[src/pkg/adcr_pkg.sv]
// Function
// - Single-shot start command launches one conversion; mid-conversion it resets filter, restarts.
// - Continuous mode: one start begins conversions; further starts reset filter and restart.
// - Sleep command powers down analog and both current sources, keeping registers.
// - Sleep during a conversion waits for that conversion to finish first.
// - Start command while asleep restores the analog state held before sleep.
// - Read-result command copies latest completed result into the output shift register.
// - Result fetch is a write frame with the command, then a read frame.
// - Result finishing during the command byte: old result loaded keeps ready set; here only when it lands in the cycle the byte is acted on.
// - Register-read command in write frame; following read frame returns that register.
// - Register-write is address plus data byte; several may chain in one frame.
// - Each register write resets the filter and restarts a running conversion.
// - Ready status bit is set whenever a new result is available.
// - Results finishing mid-transfer never disturb bytes already being shifted out.
// - Counter enabled: counter byte advances with every new result.
// - Selected integrity words follow the result or register data directly.
// - CRC16 option always appends exactly two bytes.
// - Inverted mode appends three inverted result bytes, four with the counter enabled, one after register data.
// - Four 8-bit registers, zero after reset, kept through power-down.
// - Register fields sit at the fixed positions of the register map.
// - Command bytes are latched and acted on at their eighth falling clock edge.
// - Ready pin goes low on a new result, high once it is latched.
// - Reset command returns to defaults with no wait before further traffic.
// - Results are 24-bit two's complement.
package adcr_pkg;
    // Command byte decode, upper seven or four bits
    localparam logic [6:0] CMD7_SLEEP = 7'h01;
    localparam logic [6:0] CMD7_RESET = 7'h03;
    localparam logic [6:0] CMD7_START = 7'h04;
    localparam logic [3:0] CMD4_RDATA = 4'h1;
    localparam logic [3:0] CMD4_REG_READ_CMD = 4'h2;
    localparam logic [3:0] CMD4_REG_WRITE_CMD = 4'h4;
    // Register offsets and reset value
    localparam logic [1:0] REG_INPUT_GAIN = 2'h0;
    localparam logic [1:0] REG_RATE_MODE_REF = 2'h1;
    localparam logic [1:0] REG_STATUS_INTEG = 2'h2;
    localparam logic [1:0] REG_CURRENT_ROUTE = 2'h3;
    localparam logic [7:0] REG_RESET = 8'h00;
    // Field positions and write masks
    localparam int CONV_MODE_BIT = 3;
    localparam int READY_BIT = 7;
    localparam int COUNTER_EN_BIT = 6;
    localparam int INTEG_LSB = 4;
    localparam int IDAC_LSB = 0;
    localparam logic [7:0] STATUS_WMASK = 8'h7f;
    localparam logic [7:0] ROUTE_WMASK = 8'hfc;
    // Integrity selection codes
    localparam logic [1:0] INTEG_NONE = 2'h0;
    localparam logic [1:0] INTEG_INV = 2'h1;
    localparam logic [1:0] INTEG_CRC = 2'h2;
    localparam logic [15:0] CRC_POLY = 16'h1021;
    localparam logic [15:0] CRC_INIT = 16'hffff;
    // Serial byte framing
    localparam logic [3:0] ACK_SLOT = 4'h8;
    localparam int RESULT_BITS = 24;
    localparam int TX_BITS = 64;

    typedef enum logic [1:0] {
        CS_CMD = 2'b01,
        CS_WDATA = 2'b10
    } adcr_cmd_t;

    typedef enum logic [2:0] {
        PW_ON = 3'b001,
        PW_PEND = 3'b010,
        PW_OFF = 3'b100
    } adcr_pwr_t;
endpackage

[src/rtl/adcr_engine.sv]
module adcr_engine
    import adcr_pkg::*;
(
    // Clock, reset, enable
    input wire logic core_clk,
    input wire logic sys_rst,
    input wire logic ce,
    // Serial clock and data pins
    input wire logic scl_pin,
    input wire logic sda_in,
    output logic sda_out,
    output logic sda_oe,
    // Frame events from the address stage, same clock
    input wire logic frame_start,
    input wire logic frame_read,
    input wire logic frame_stop,
    // Ready pin, open drain, active low
    output logic result_ready_n_out,
    output logic result_ready_n_oe,
    // Converter core
    input wire logic conv_done,
    input wire logic [RESULT_BITS-1:0] conv_data,
    input wire logic conv_busy,
    output logic conv_start,
    output logic filter_reset,
    output logic conv_continuous,
    output logic analog_on,
    output logic idac_on,
    // Configuration registers
    output logic [7:0] cfg_input_gain,
    output logic [7:0] cfg_rate_mode_ref,
    output logic [7:0] cfg_status_integ,
    output logic [7:0] cfg_current_route
);

    // CRC over the first n bytes of a left-aligned word
    function automatic logic [15:0] crc16(input logic [31:0] d, input logic [2:0] n);
        logic [15:0] c;
        logic fb;
        c = CRC_INIT;
        fb = 1'b0;
        for (int i = 0; i < 32; i++)
        begin
            if (i < 8 * int'(n))
            begin
                fb = c[15] ^ d[31-i];
                c = {c[14:0], 1'b0};
                if (fb)
                begin
                    c = c ^ CRC_POLY;
                end
            end
        end
        return c;
    endfunction

    logic scl_s1, scl_s2, scl_d;
    logic sda_s1, sda_s2;
    logic [7:0] rx_sh, next_rx_sh;
    logic [3:0] bit_cnt, next_bit_cnt;
    logic in_frame, next_in_frame;
    logic rd_frame, next_rd_frame;
    adcr_cmd_t cmd_st, next_cmd_st;
    logic [1:0] wr_addr, next_wr_addr;
    logic [TX_BITS-1:0] tx_buf, next_tx_buf;
    logic oe_q, next_oe_q;
    logic [7:0] cfg [4];
    logic [7:0] next_cfg [4];
    logic ready_bit, next_ready_bit;
    logic [7:0] conv_cnt, next_conv_cnt;
    logic [RESULT_BITS-1:0] result, next_result;
    adcr_pwr_t pw_st, next_pw_st;
    logic start_q, next_start_q;
    logic freset_q, next_freset_q;

    logic scl_rise, scl_fall;
    logic [7:0] status_rd;

    // Pin synchronisers; the first stage feeds only the second
    always_ff @(posedge core_clk or posedge sys_rst)
    begin
        if (sys_rst)
        begin
            scl_s1 <= 1'b1;
            scl_s2 <= 1'b1;
            scl_d <= 1'b1;
            sda_s1 <= 1'b1;
            sda_s2 <= 1'b1;
        end
        else if (ce)
        begin
            scl_s1 <= scl_pin;
            scl_s2 <= scl_s1;
            scl_d <= scl_s2;
            sda_s1 <= sda_in;
            sda_s2 <= sda_s1;
        end
    end

    assign scl_rise = scl_s2 & ~scl_d;
    assign scl_fall = ~scl_s2 & scl_d;
    // Ready bit lives outside the stored byte so it cannot be written
    assign status_rd = {ready_bit, cfg[REG_STATUS_INTEG][6:0]};

    // Next-state logic for link, commands, registers and power
    always_comb
    begin
        logic [7:0] cmd;
        logic [31:0] pay;
        logic [31:0] pmask;
        logic [2:0] nby;
        logic [5:0] sh;
        logic load_tx;
        logic [1:0] integ;
        cmd = rx_sh;
        pay = 32'h0;
        pmask = 32'h0;
        nby = 3'h0;
        sh = 6'h0;
        load_tx = 1'b0;
        integ = cfg[REG_STATUS_INTEG][INTEG_LSB +: 2];
        next_rx_sh = rx_sh;
        next_bit_cnt = bit_cnt;
        next_in_frame = in_frame;
        next_rd_frame = rd_frame;
        next_cmd_st = cmd_st;
        next_wr_addr = wr_addr;
        next_tx_buf = tx_buf;
        next_oe_q = oe_q;
        next_cfg = cfg;
        next_ready_bit = ready_bit;
        next_conv_cnt = conv_cnt;
        next_result = result;
        next_pw_st = pw_st;
        next_start_q = 1'b0;
        next_freset_q = 1'b0;

        // Sleep waits for the running conversion to end
        if (pw_st == PW_PEND && !conv_busy)
        begin
            next_pw_st = PW_OFF;
        end

        // Frame boundaries
        if (frame_start)
        begin
            next_in_frame = 1'b1;
            next_rd_frame = frame_read;
            next_bit_cnt = 4'h0;
            next_oe_q = 1'b0;
            next_cmd_st = CS_CMD;
            if (frame_read)
            begin
                // First bit goes out before the first rising edge
                next_oe_q = ~tx_buf[TX_BITS-1];
                next_tx_buf = {tx_buf[TX_BITS-2:0], 1'b1};
            end
        end
        else if (frame_stop)
        begin
            next_in_frame = 1'b0;
            next_rd_frame = 1'b0;
            next_oe_q = 1'b0;
            next_cmd_st = CS_CMD;
        end
        else if (in_frame && scl_rise)
        begin
            next_bit_cnt = (bit_cnt == ACK_SLOT) ? 4'h0 : bit_cnt + 4'h1;
            if (!rd_frame && bit_cnt != ACK_SLOT)
            begin
                next_rx_sh = {rx_sh[6:0], sda_s2};
            end
        end
        else if (in_frame && scl_fall && rd_frame)
        begin
            // Host acknowledges in slot nine; shift fills with ones
            if (bit_cnt == ACK_SLOT)
            begin
                next_oe_q = 1'b0;
            end
            else
            begin
                next_oe_q = ~tx_buf[TX_BITS-1];
                next_tx_buf = {tx_buf[TX_BITS-2:0], 1'b1};
            end
        end
        else if (in_frame && scl_fall && bit_cnt == ACK_SLOT)
        begin
            // Eighth falling edge: acknowledge and act on the byte
            next_oe_q = 1'b1;
            unique case (cmd_st)
                CS_WDATA:
                begin
                    next_cmd_st = CS_CMD;
                    unique case (wr_addr)
                        REG_STATUS_INTEG: next_cfg[wr_addr] = cmd & STATUS_WMASK;
                        REG_CURRENT_ROUTE: next_cfg[wr_addr] = cmd & ROUTE_WMASK;
                        default: next_cfg[wr_addr] = cmd;
                    endcase
                    next_freset_q = 1'b1;
                    next_start_q = conv_busy;
                end
                CS_CMD:
                begin
                    if (cmd[7:1] == CMD7_START)
                    begin
                        next_freset_q = 1'b1;
                        next_start_q = 1'b1;
                        next_pw_st = PW_ON;
                    end
                    else if (cmd[7:1] == CMD7_SLEEP)
                    begin
                        next_pw_st = conv_busy ? PW_PEND : PW_OFF;
                    end
                    else if (cmd[7:1] == CMD7_RESET)
                    begin
                        for (int i = 0; i < 4; i++)
                        begin
                            next_cfg[i] = REG_RESET;
                        end
                        next_ready_bit = 1'b0;
                        next_conv_cnt = 8'h00;
                        next_pw_st = PW_ON;
                        next_freset_q = 1'b1;
                    end
                    else if (cmd[7:4] == CMD4_RDATA)
                    begin
                        load_tx = 1'b1;
                        next_ready_bit = 1'b0;
                        if (cfg[REG_STATUS_INTEG][COUNTER_EN_BIT])
                        begin
                            pay = {conv_cnt, result};
                            nby = 3'h4;
                        end
                        else
                        begin
                            pay = {result, 8'h00};
                            nby = 3'h3;
                        end
                    end
                    else if (cmd[7:4] == CMD4_REG_READ_CMD)
                    begin
                        load_tx = 1'b1;
                        nby = 3'h1;
                        unique case (cmd[3:2])
                            REG_STATUS_INTEG: pay = {status_rd, 24'h0};
                            default: pay = {cfg[cmd[3:2]], 24'h0};
                        endcase
                    end
                    else if (cmd[7:4] == CMD4_REG_WRITE_CMD)
                    begin
                        next_wr_addr = cmd[3:2];
                        next_cmd_st = CS_WDATA;
                    end
                end
            endcase
        end
        else if (in_frame && scl_fall && bit_cnt == 4'h0)
        begin
            // Release the acknowledge after slot nine
            next_oe_q = 1'b0;
        end

        // Build the readout: payload, then integrity words
        if (load_tx)
        begin
            sh = {nby, 3'b000};
            pmask = ~(32'hffffffff >> sh);
            next_tx_buf = {pay, 32'hffffffff} | ~({pmask, 32'h0});
            if (integ == INTEG_INV)
            begin
                next_tx_buf = {pay, 32'h0} | ({~pay & pmask, 32'h0} >> sh);
                next_tx_buf = next_tx_buf | ~({pmask, 32'h0} | ({pmask, 32'h0} >> sh));
            end
            else if (integ == INTEG_CRC)
            begin
                next_tx_buf = {pay, 32'h0} | ({crc16(pay, nby), 48'h0} >> sh);
                next_tx_buf = next_tx_buf
                    | ~({pmask, 32'h0} | ({16'hffff, 48'h0} >> sh));
            end
        end

        // New results; a set in the same cycle beats the clear
        if (conv_done)
        begin
            next_result = conv_data;
            next_conv_cnt = next_conv_cnt + 8'h01;
            next_ready_bit = 1'b1;
        end
    end

    // State registers, frozen while the enable is low
    always_ff @(posedge core_clk or posedge sys_rst)
    begin
        if (sys_rst)
        begin
            rx_sh <= 8'h00;
            bit_cnt <= 4'h0;
            in_frame <= 1'b0;
            rd_frame <= 1'b0;
            cmd_st <= CS_CMD;
            wr_addr <= 2'h0;
            tx_buf <= '1;
            oe_q <= 1'b0;
            for (int i = 0; i < 4; i++)
            begin
                cfg[i] <= REG_RESET;
            end
            ready_bit <= 1'b0;
            conv_cnt <= 8'h00;
            result <= '0;
            pw_st <= PW_ON;
            start_q <= 1'b0;
            freset_q <= 1'b0;
        end
        else if (ce)
        begin
            rx_sh <= next_rx_sh;
            bit_cnt <= next_bit_cnt;
            in_frame <= next_in_frame;
            rd_frame <= next_rd_frame;
            cmd_st <= next_cmd_st;
            wr_addr <= next_wr_addr;
            tx_buf <= next_tx_buf;
            oe_q <= next_oe_q;
            cfg <= next_cfg;
            ready_bit <= next_ready_bit;
            conv_cnt <= next_conv_cnt;
            result <= next_result;
            pw_st <= next_pw_st;
            start_q <= next_start_q;
            freset_q <= next_freset_q;
        end
    end

    // Open-drain pins only ever pull low
    assign sda_out = 1'b0;
    assign sda_oe = oe_q;
    assign result_ready_n_out = 1'b0;
    assign result_ready_n_oe = ready_bit;

    // Converter control; registers survive power-down untouched
    assign conv_start = start_q;
    assign filter_reset = freset_q;
    assign conv_continuous = cfg[REG_RATE_MODE_REF][CONV_MODE_BIT];
    assign analog_on = (pw_st != PW_OFF);
    assign idac_on = (pw_st != PW_OFF) && (cfg[REG_STATUS_INTEG][IDAC_LSB +: 3] != 3'h0);

    assign cfg_input_gain = cfg[REG_INPUT_GAIN];
    assign cfg_rate_mode_ref = cfg[REG_RATE_MODE_REF];
    assign cfg_status_integ = status_rd;
    assign cfg_current_route = cfg[REG_CURRENT_ROUTE];
endmodule

[config.mk]
export PLATFORM = sky130hd
export DESIGN_NAME = adcr_engine
export DESIGN_NICKNAME = d
export VERILOG_FILES = /design/src/pkg/adcr_pkg.sv /design/src/rtl/adcr_engine.sv
export SDC_FILE = /design/constraint.sdc
export NUM_CORES = 1
export LEC_CHECK = 0
export ABC_AREA = 1
export BUFFER_PORTS_ARGS = -buffer_cell sky130_fd_sc_hd__buf_4
export CORE_ASPECT_RATIO = 0.8
export CORE_MARGIN = 5
export CORE_UTILIZATION = 50
export DETAILED_ROUTE_END_ITERATION = 12
export PLACE_DENSITY_LB_ADDON = 0.1
export SLEW_MARGIN = 20
export SYNTH_ARGS = -nofsm -noshare
export SYNTH_HDL_FRONTEND = slang
export SYNTH_SLANG_ARGS = --single-unit
[constraint.sdc]
create_clock -name core_clk -period 4.31 [get_ports core_clk]
set_clock_uncertainty 0.05 [all_clocks]
set_input_delay 0 -clock core_clk [delete_from_list [all_inputs] [get_ports core_clk]]
set_output_delay 0 -clock core_clk [all_outputs]
set_load 0.02 [all_outputs]
# Word level (Yosys, flattened, before mapping)
# Index checks and enable logic that the tools add are counted.
classes:
  addsub: 2
  multipliers: 0
  div_mod_pow: 0
  magnitude_cmp: 35
  eq_ne: 39
  shifts: 5
  n_mux: 293
  bitwise: 91
  reduce_logical: 31
op_table:
  columns: ["operator", "count"]
  rows:
  - ["two-way mux 16 bit", 127]
  - ["two-way mux 64 bit", 9]
  - ["two-way mux 32 bit", 16]
  - ["bitwise OR 64 bit", 7]
  - ["two-way mux 13 bit", 33]
  - ["inverter 64 bit", 3]
  - ["right shift 64 x 6 -> 64 bit", 3]
  - ["case mux 32 bit (2 select lines)", 2]
  - ["two-way mux 8 bit", 13]
  - ["bitwise mux 32 bit", 3]
  - ["< comparator 5 x 6 -> 1 bit, first input constant", 16]
  - ["inverter 3 bit", 31]
  - ["two-way mux 3 bit", 22]
  - ["inverter 32 bit", 2]
  - ["right shift 64 x 6 -> 64 bit, first input constant", 1]
  - ["< comparator 4 x 6 -> 1 bit, first input constant", 8]
  - ["two-way mux 1 bit", 48]
  - ["bitwise AND 32 bit", 1]
  - ["right shift 32 x 6 -> 32 bit, first input constant", 1]
  - ["XOR 1 bit", 31]
  - ["!= test 4 bit, second input constant", 7]
  - ["< comparator 3 x 6 -> 1 bit, first input constant", 4]
  - ["two-way mux 2 bit", 11]
  - ["AND reduction 10 bit", 2]
  - ["41 further kinds", 95]
totals:
  ff_bits: 158
  latchBits: 0
  ram_bits: 0
  mem_bits_ro: 0
  output_inout_bits: 41
  mem_count: 0

# Longest topological paths before layout
# Gate-level depths: netlist of the first run.
depth:
  depth_word: 213
  depth_mapped: 53
  ltp_nobuf: 53

# Worst setup path before layout of the first run
# OpenSTA, ideal clock, no wires.
synth_timing:
  path_type: "register to register"
  start: "register bit_cnt[0]"
  end: "register tx_buf[38]"
  setup_time_ns: 0.076
  arrival_ns: 4.309
  required_ns: 4.184
  slack_ns: -0.125
  path_stages_with_launch: 52
  n_path_buf: 0
  path_cell_list: "dfrtp_1 -> inv_1 -> ha_1 -> nand3_1 -> nor2_2 -> nand2_1 -> nor2_4 -> nand3_2 -> nand2_2 -> nand3_2 -> nand2_2 -> clkinv_1 -> nand3_1 -> nand2_2 -> inv_2 -> nand2_1 -> nand3_1 -> nand2_1 -> (+16 left out) -> nand2_2 -> nand2_2 -> nand2_1 -> nand2_1 -> nand2_2 -> nand2_1 -> nand3_1 -> nand2_1 -> nand2_1 -> nand2_1 -> nand2_1 -> nand4_1 -> nand2_1 -> nand2_1 -> nand2_1 -> nand2_1 -> nand2_1 -> nand2_1"
synth_between:
  elab_chain_cells: 173
  word_cells_on_any_way: 296
synth_lines:
  columns: ["item", "line_no", "rtl"]
  rows:
  - ["from (decl)", "adcr_engine.sv:60", "logic [3:0] bit_cnt, next_bit_cnt;"]
  - ["from (signal assigned)", "adcr_engine.sv:319", "bit_cnt <= next_bit_cnt;"]
  - ["== test 4 bit *", "adcr_engine.sv:177, adcr_engine.sv:187", null]
  - ["logical AND 1 bit", "adcr_engine.sv:187", "else if (in_frame && scl_fall && bit_cnt == ACK_SLOT)"]
  - ["two-way mux 3 bit", "adcr_engine.sv:187", null]
  - ["two-way mux 3 bit", "adcr_engine.sv:174", "else if (in_frame && scl_fall && rd_frame)"]
  - ["two-way mux 3 bit", "adcr_engine.sv:166", "else if (in_frame && scl_rise)"]
  - ["two-way mux 3 bit", "adcr_engine.sv:159", "else if (frame_stop)"]
  - ["two-way mux 3 bit", "adcr_engine.sv:145", "if (frame_start)"]
  - ["< comparator 1 x 6 -> 1 bit", "adcr_engine.sv:44", "if (i < 8 * int'(n))"]
  - ["(+157 left out)", null, null]
  - ["two-way mux 16 bit", "adcr_engine.sv:270", "if (integ == INTEG_INV)"]
  - ["two-way mux 16 bit", "adcr_engine.sv:265", "if (load_tx)"]
  - ["right shift 64 x 6 -> 64 bit", "adcr_engine.sv:277", "next_tx_buf = {pay, 32'h0} | ({crc16(pay, nby), 48'h0} >> sh);"]
  - ["bitwise OR 64 bit", "adcr_engine.sv:277", null]
  - ["bitwise OR 64 bit", "adcr_engine.sv:279", "| ~({pmask, 32'h0} | ({16'hffff, 48'h0} >> sh));"]
  - ["two-way mux 64 bit", "adcr_engine.sv:275", "else if (integ == INTEG_CRC)"]
  - ["two-way mux 64 bit", "adcr_engine.sv:270", null]
  - ["two-way mux 64 bit", "adcr_engine.sv:265", null]
  - ["to (signal assigned)", "adcr_engine.sv:324", "tx_buf <= next_tx_buf;"]
  - ["to (decl)", "adcr_engine.sv:65", "logic [TX_BITS-1:0] tx_buf, next_tx_buf;"]
# Every way passes the cells marked *; elsewhere a longest branch is shown, timed or not. The select of a mux whose other input is x is not followed.
# A chain may end at the register's enable or synchronous reset.

# Final worst setup path of the first run
layout_timing:
  start: "register rx_sh[7]"
  end: "register tx_buf[30]"
layout_between:
  elab_chain_cells: 178
  word_cells_on_any_way: 315
layout_lines:
  columns: ["item", "line_no", "rtl"]
  rows:
  - ["from (decl)", "adcr_engine.sv:59", "logic [7:0] rx_sh, next_rx_sh;"]
  - ["from (signal assigned)", "adcr_engine.sv:318", "rx_sh <= next_rx_sh;"]
  - ["== test 4 x 2 -> 1 bit", "adcr_engine.sv:241", "else if (cmd[7:4] == CMD4_REG_READ_CMD)"]
  - ["two-way mux 1 bit", "adcr_engine.sv:241", null]
  - ["two-way mux 3 bit", "adcr_engine.sv:226", "else if (cmd[7:4] == CMD4_RDATA)"]
  - ["two-way mux 3 bit", "adcr_engine.sv:215", "else if (cmd[7:1] == CMD7_RESET)"]
  - ["two-way mux 3 bit", "adcr_engine.sv:211", "else if (cmd[7:1] == CMD7_SLEEP)"]
  - ["two-way mux 3 bit", "adcr_engine.sv:205", "if (cmd[7:1] == CMD7_START)"]
  - ["two-way mux 3 bit", "adcr_engine.sv:191", "unique case (cmd_st)"]
  - ["two-way mux 3 bit", "adcr_engine.sv:187", null]
  - ["(+162 left out)", null, null]
  - ["two-way mux 16 bit", "adcr_engine.sv:270", null]
  - ["two-way mux 16 bit", "adcr_engine.sv:265", null]
  - ["right shift 64 x 6 -> 64 bit", "adcr_engine.sv:277", null]
  - ["bitwise OR 64 bit", "adcr_engine.sv:277", null]
  - ["bitwise OR 64 bit", "adcr_engine.sv:279", null]
  - ["two-way mux 64 bit", "adcr_engine.sv:275", null]
  - ["two-way mux 64 bit", "adcr_engine.sv:270", null]
  - ["two-way mux 64 bit", "adcr_engine.sv:265", null]
# Several ways; a longest one is shown, not always the timed one. The select of a mux whose other input is x is not followed.

==> results.md, run 1 <==
* Placeable Area at approximately 29000 sq um
* Worst-case reg-to-reg path depth at 47
* Diodes inserted at 0
* RSZ-0062 raised after global routing: true
* EDFF count, synth at 0
* Final instance area at ~22000 sq um
* Vias at around 20000
* Routability cong. at roughly 1.0
* Layout Cells excl Fill at around 3300
* Worst EP required at about 4600 ps
* I/O pin cnt at 75
* Hold Path Stages at 4
* Vias in the first global route at about 19000
* Fin Setup TNS at -22670 ps
* Power Density at slightly below 200 nW/um^2
* Yosys top cell by area: nand2_1
* Final Hold Viols at 0
* Setup crit end kind: flip-flop
* Min Hold Slack at 74.8 ps
* Wire per inst at 21.0 um
* Max FO, Critical Path at 6
* Multi-input logic area at 10700 sq um
* Height of the die at between 150 and 200 um
* Fraction of layout cells with a size suffix above 1 at 0.403
* Most frequent CP cell: nand2_1
* Worst-Skew Late Latency at 450 ps
* Starting DRC count in detailed routing at 2874
* Yosys warns at 0
* GR Util All Layers at 0.403
* Max stage delay on crit path at roughly 410 ps
* Setup violators final at 32
* Total number of H-tree levels at 4
* Number of clock sinks at 157
* Rows at between 50 and 60
* DRC viols at 0
* Final core occ at 0.753
* Crit path time final at 5210 ps
* Area of the die at about 33000 sq um
* Synthesized cell area at around 15000 sq um
* Clock buffer depth at 2
* Router iterations before antenna repair at 6
* Reg area at about 4000 sq um
* Largest net degree at the start of global routing at 83
* Leakage power total at around 10 nW
* R2R Path End: tx_buf[30]
* Largest cells by area after synthesis: nand2_1 (17%), dfrtp_1 (14%), dfstp_2 (13%), nand3_1 (7.5%), inv_1 (6.0%)
* Synth Area per Inst at 6.16 sq um
* Worst Max-Slew Pin Slew at between 1000 and 1500 ps
* Unique cell type count in the Yosys netlist at 63
* FMAX at about 190 MHz
* Synth top area share at 0.169
* Fill cells at about 2300
* Max-cap viol count at 0
* R2R Path Start: rx_sh[7]
* CP max stage cell: dfrtp_1
* Sequential-to-total area share from yosys stat at 0.270
* Rel. slew slack at 0.332
* Violated checks: setup timing
* Placed cell area at 18400 sq um
* Routed vias/inst at around 6.0
* Top_reg_cell synth: dfrtp_1
* Hold path endpoint: in_frame
* First-pass GRT wire length at around 110000 um
* Die width at approximately 200 um
* Crit Path Class: flip-flop to flip-flop
* Placed cell count at approximately 3100
* CTS clk-pin slew, worst paths at approximately 70 ps
* Final Max Slew Viols at 0
* Clock buffer count from CTS at 17
* Min-delay src: frame_start
* Area grow syn2layout at 48.4%
* Nets@finish at approximately 3000
* Initial antenna violation count at 1
* Post-synthesis cell count at about 2400
* Yosys reg bits at between 150 and 200
* Ys async rst share at 1.00
* I/O Buffers at 72
* DRT Wirelength at 70000 um
* Status: finished, violations left
* Antenna viol nets, final at 0
* DP Wirelength at 50200 um
* Final Power at approximately 4.3 mW
* Setup crit start kind: flip-flop
* Final worst-path cycle share at 1.21
* Arrival time at the worst endpoint at ~5500 ps
* CTS tree: done
* Dpl ws at -953 ps
* Starting density of the core at 0.507
* Worst Setup Slack, final at -899 ps
* R2R Setup Slk at -900 ps
* Worst VDD drop at 0.246 mV
* Worst hold path type: primary input to flip-flop
* CTS root buffer: clkbuf_16
* Global route overflow at 0
## sequential cells by signal, summed over array words and instances (netlist names), 2 cells and up
register	flops
tx_buf	64
cfg_status_integ	7
pw_st	3
cmd_st	2
cfg_rate_mode_ref	8
wr_addr	2
rx_sh	8
bit_cnt	4
conv_cnt	8
cfg_input_gain	8
result	24
cfg_current_route	8
## repair_timing
item / in CTS / in global routing
setup endpoints to repair: 34 / 38
endpoints found under the hold margin: 91 / 0
resized for setup: 258 / 239
hold buffers: 38 / 0
pin swaps: 109 / 136
buffers inserted: 84 / 40
## where the power goes
group          switching [mW]  internal [mW]  total [mW]
combinational           0.488          0.333       0.821
sequential              0.154           1.81        1.97
clock                   0.737          0.772        1.51
total                    1.38           2.92        4.30
## layer usage
metal,up-vias,share of wire,track usage
met3,237,0.14,0.125
met2,1355,0.42,0.588
met4,2,0.037,0.123
li1,9023,-,-
met5,-,0.00019,0
met1,9429,0.41,0.572
## cells in the mapped netlist (9+ instances only)
master	instances
o311ai_0	11
nor2_2	13
xnor2_1	14
nand2_2	33
dfrtp_1	86
buf_1	9
inv_2	20
dfstp_2	71
nor2_1	209
o21ai_0	153
inv_1	238
clkbuf_1	68
nand4_1	47
a21oi_1	159
o211ai_1	29
nand3_2	12
buf_4	41
nand2_1	667
o22ai_1	39
nor3_1	59
nand3b_1	22
o21ai_1	14
a31oi_1	15
buf_2	27
a22oi_1	13
nand3_1	222
xor2_1	27
## final cells by class
type                            count  area share
Sequential cell                   157       0.182
Multi-Input combinational cell   1841       0.487
Clock buffer                       18      0.0195
Timing Repair Buffer              658       0.236
Tap cell                          377      0.0214
Clock inverter                     14     0.00670
Inverter                          265      0.0465
## logic make-up (layout without fill, tap and decap cells)
group,Yosys count,after routing,share of synthesized area
and+or+nand+nor,1309,1309,0.391
AOI/OAI and AO/OA,478,478,0.185
buffers and inverters,413,955,0.119
DFF,157,157,0.270
xor gates and xnor gates,45,45,0.0293
adders and majority gates,6,6,0.00505
other,1,2,0.000252
muxes,1,1,0.000674
## cells in the final DEF, fill, tap and decap left out, drive strengths merged, types with 3 or more instances in the layout
| master | instances |
|---|---|
| or2 | 11 |
| dfstp | 71 |
| nand4 | 47 |
| a31oi | 15 |
| clkinv | 10 |
| nand3b | 22 |
| o41ai | 5 |
| clkinvlp | 4 |
| nand3 | 236 |
| dfrtp | 86 |
| xor2 | 28 |
| o211ai | 29 |
| nor3 | 61 |
| o31ai | 8 |
| xnor2 | 17 |
| buf | 620 |
| o311ai | 11 |
| dlygate4sd3 | 38 |
| o21ai | 172 |
| inv | 265 |
| a211oi | 4 |
| a21oi | 160 |
| o22ai | 39 |
| nand2 | 702 |
| clkbuf | 18 |
| nor2 | 227 |
| o21a | 4 |
| ha | 6 |
| a21o | 5 |
| o21bai | 3 |
| a22oi | 13 |
## worst max-delay path by stage
stage	startpoint	endpoint	slack, ps
2_1_floorplan	bit_cnt[0]	tx_buf[38]	-120
3_3_place_gp	bit_cnt[1]	tx_buf[17]	-830
3_5_place_dp	bit_cnt[1]	tx_buf[24]	-950
4_1_cts	bit_cnt[1]	tx_buf[32]	-630
5_1_grt	bit_cnt[0]	tx_buf[38]	-1130
6_report	rx_sh[7]	tx_buf[30]	-900
## worst max-delay path: cells and delay by family, from the launching register on
family / cells / cell delay [ps]
compound gates: 3 / 230
flops: 1 / 410
buf+inv: 10 / 1350
simple gates: 34 / 3070
(Power assumes the default switching activity.)
==> inputs of run 2 (changes only) <==
--- a/config.mk
+++ b/config.mk
@@ -9,7 +9,7 @@
 export BUFFER_PORTS_ARGS = -buffer_cell sky130_fd_sc_hd__buf_4
 export CORE_ASPECT_RATIO = 0.8
 export CORE_MARGIN = 5
-export CORE_UTILIZATION = 50
+export CORE_UTILIZATION = 30
 export DETAILED_ROUTE_END_ITERATION = 12
 export PLACE_DENSITY_LB_ADDON = 0.1
 export SLEW_MARGIN = 20
==> results.md, run 2 (synthesized netlist as in run 1, its figures left out) <==
* Status: finished, violations left
* Violated checks: setup timing
* Setup violators final at 32 (unchanged)
* Area of the die at 54100 sq um (+63%)
* Largest registers: tx_buf x64, result x24
* Biggest register: tx_buf
* Multi-input logic area at 10800 sq um (+0.59%)
* Placeable Area at 49300 sq um (+68%)
* Worst Setup Slack, final at -866 ps (+33.3 ps)
* Vias in the first global route at 17900 (-3.7%)
* Number of clock sinks at 157 (unchanged)
* Setup crit start kind: flip-flop
* Area grow syn2layout at 53.1%
* Fill cells at 5173 (+130%)
* Clock buffer count from CTS at 17 (unchanged)
* Min-delay src: frame_start
* Fin Setup TNS at -21710 ps (+956 ps)
* DRC viols at 0 (unchanged)
* Router iterations before antenna repair at 5 (-1)
* Antenna viol nets, final at 0 (unchanged)
* Max reg flops at 64 (unchanged)
* Routability cong. at 0.988 (-4.9%)
* GR Util All Layers at 0.261 (-0.142)
* Height of the die at 209 um (+27%)
* Diodes inserted at 0 (unchanged)
* Starting density of the core at 0.301 (-0.206)
* First-pass GRT wire length at 109000 um (+3.3%)
* Most frequent CP cell: nand2_2
* Max-cap viol count at 0 (unchanged)
* Nets@finish at 3017 (+1.2%)
* Worst-case reg-to-reg path depth at 48 (+2.1%)
* Commonest non-fill, non-tap cells in the layout: buf_4 (614), nand2_1 (485), inv_1 (226)
* Clock buffer depth at 2 (unchanged)
* Worst hold path type: primary input to flip-flop
* Final worst-path cycle share at 1.20 (-0.00774)
* Worst-Skew Late Latency at 500 ps (+50 ps)
* Final core occ at 0.461 (-0.291)
* Leading cell type in the layout, fill and taps excluded: buf_4
* I/O pin cnt at 75 (unchanged)
* Arrival time at the worst endpoint at 5550 ps (+20 ps)
* Placed cell area at 19000 sq um (+3.1%)
* R2R Path Start: rx_sh[6]
* CP max stage cell: dfrtp_1
* Rows at 73 (+30%)
* Total number of H-tree levels at 4 (unchanged)
* Crit Path Class: flip-flop to flip-flop
* Max FO, Critical Path at 4 (-2)
* Worst Max-Slew Pin Slew at 916 ps (-86.3 ps)
* Starting DRC count in detailed routing at 1720 (-40%)
* Rel. slew slack at 0.389 (+0.0575)
* Hold Path Stages at 7 (+3)
* Die width at 259 um (+28%)
* CTS tree: done
* Max stage delay on crit path at 410 ps (about the same)
* Final Hold Viols at 0 (unchanged)
* Worst VDD drop at 0.262 mV (+6.5%)
* Wire per inst at 20.1 um (-4.3%)
* FMAX at 193 MHz (+0.64%)
* Crit path time final at 5180 ps (-33.3 ps)
* Worst EP required at 4680 ps (+50 ps)
* Crit path from: rx_sh[6]
* Power Density at 191 nW/um^2 (-2.2%)
* DP Wirelength at 55800 um (+11%)
* Routed vias/inst at 5.23 (-13%)
* Initial antenna violation count at 0 (-1)
* I/O Buffers at 72 (unchanged)
* CTS clk-pin slew, worst paths at 70 ps (about the same)
* DRT Wirelength at 72900 um (+4.3%)
* Largest net degree at the start of global routing at 86 (+3.6%)
* Leakage power total at 10.6 nW (+2.4%)
* Dpl ws at -990 ps (-37.7 ps)
* Global route overflow at 0 (unchanged)
* Final Max Slew Viols at 0 (unchanged)
* Vias at 19000 (-5.5%)
* RSZ-0062 raised after global routing: true
* Fraction of layout cells with a size suffix above 1 at 0.411 (+0.00738)
* Final instance area at 22700 sq um (+3.2%)
* Setup crit end kind: flip-flop
* Reg area at 4020 sq um (about the same)
* CTS root buffer: clkbuf_16
-- run 2: worst paths after layout --
kind	to	slack, ps
setup / recovery	tx_buf[47]	-870
hold / removal	filter_reset	110
setup reg to reg	tx_buf[47]	-870
hold reg to reg	tx_buf[6]	420
max in group asynchronous	result[6]	3150
min in group asynchronous	bit_cnt[0]	150
-- run 2: power by group --
part | internal (mW) | leakage, nW | switching (mW)
clock | 0.806 | 0.284 | 0.756
sequential | 1.81 | 1.77 | 0.140
combinational | 0.345 | 8.52 | 0.479
-- run 2: critical path, delay by kind of cell (launching register included) --
family,cells,cell delay (ps)
AO/OA/AOI/OAI,3,390
buffers and inverters,9,1170
flip-flops,1,410
AND/OR/NAND/NOR,36,3070
-- run 2: cell type report --
type	instances	area share
Timing Repair Buffer	695	0.243
Clock buffer	18	0.0189
Inverter	265	0.0449
Clock inverter	14	0.00600
Multi-Input combinational cell	1841	0.475
Tap cell	637	0.0350
Sequential cell	157	0.177
-- run 2: metal layers --
metal,part of all wire,vias up,global-route usage
met5,0,-,0
met1,0.50,9182,0.405
met3,0.070,74,0.0513
met2,0.41,596,0.366
li1,-,9100,-
met4,0.020,0,0.0639
-- run 2: repair_timing --
| action | 4_1_cts | 5_1_grt |
|---|---|---|
| setup buffers | 88 | 43 |
| hold buffers | 40 | 0 |
| gates resized for setup | 258 | 245 |
| pin swaps | 79 | 176 |
| endpoints found under the hold margin | 52 | 0 |
| setup endpoints to repair | 33 | 34 |
| gates cloned | 0 | 0 |
-- run 2: per-stage QoR --
step | power [mW] | std cells | hold slack [ps]
final | 4.34 | 3627 | 111
after detailed placement | 2.70 | 3428 | 149
after global placement | 2.68 | 3428 | 146
after floorplan | 2.36 | 2411 | 46.2
after global routing | 4.56 | 3627 | 129
after CTS | 4.37 | 3587 | 97.5
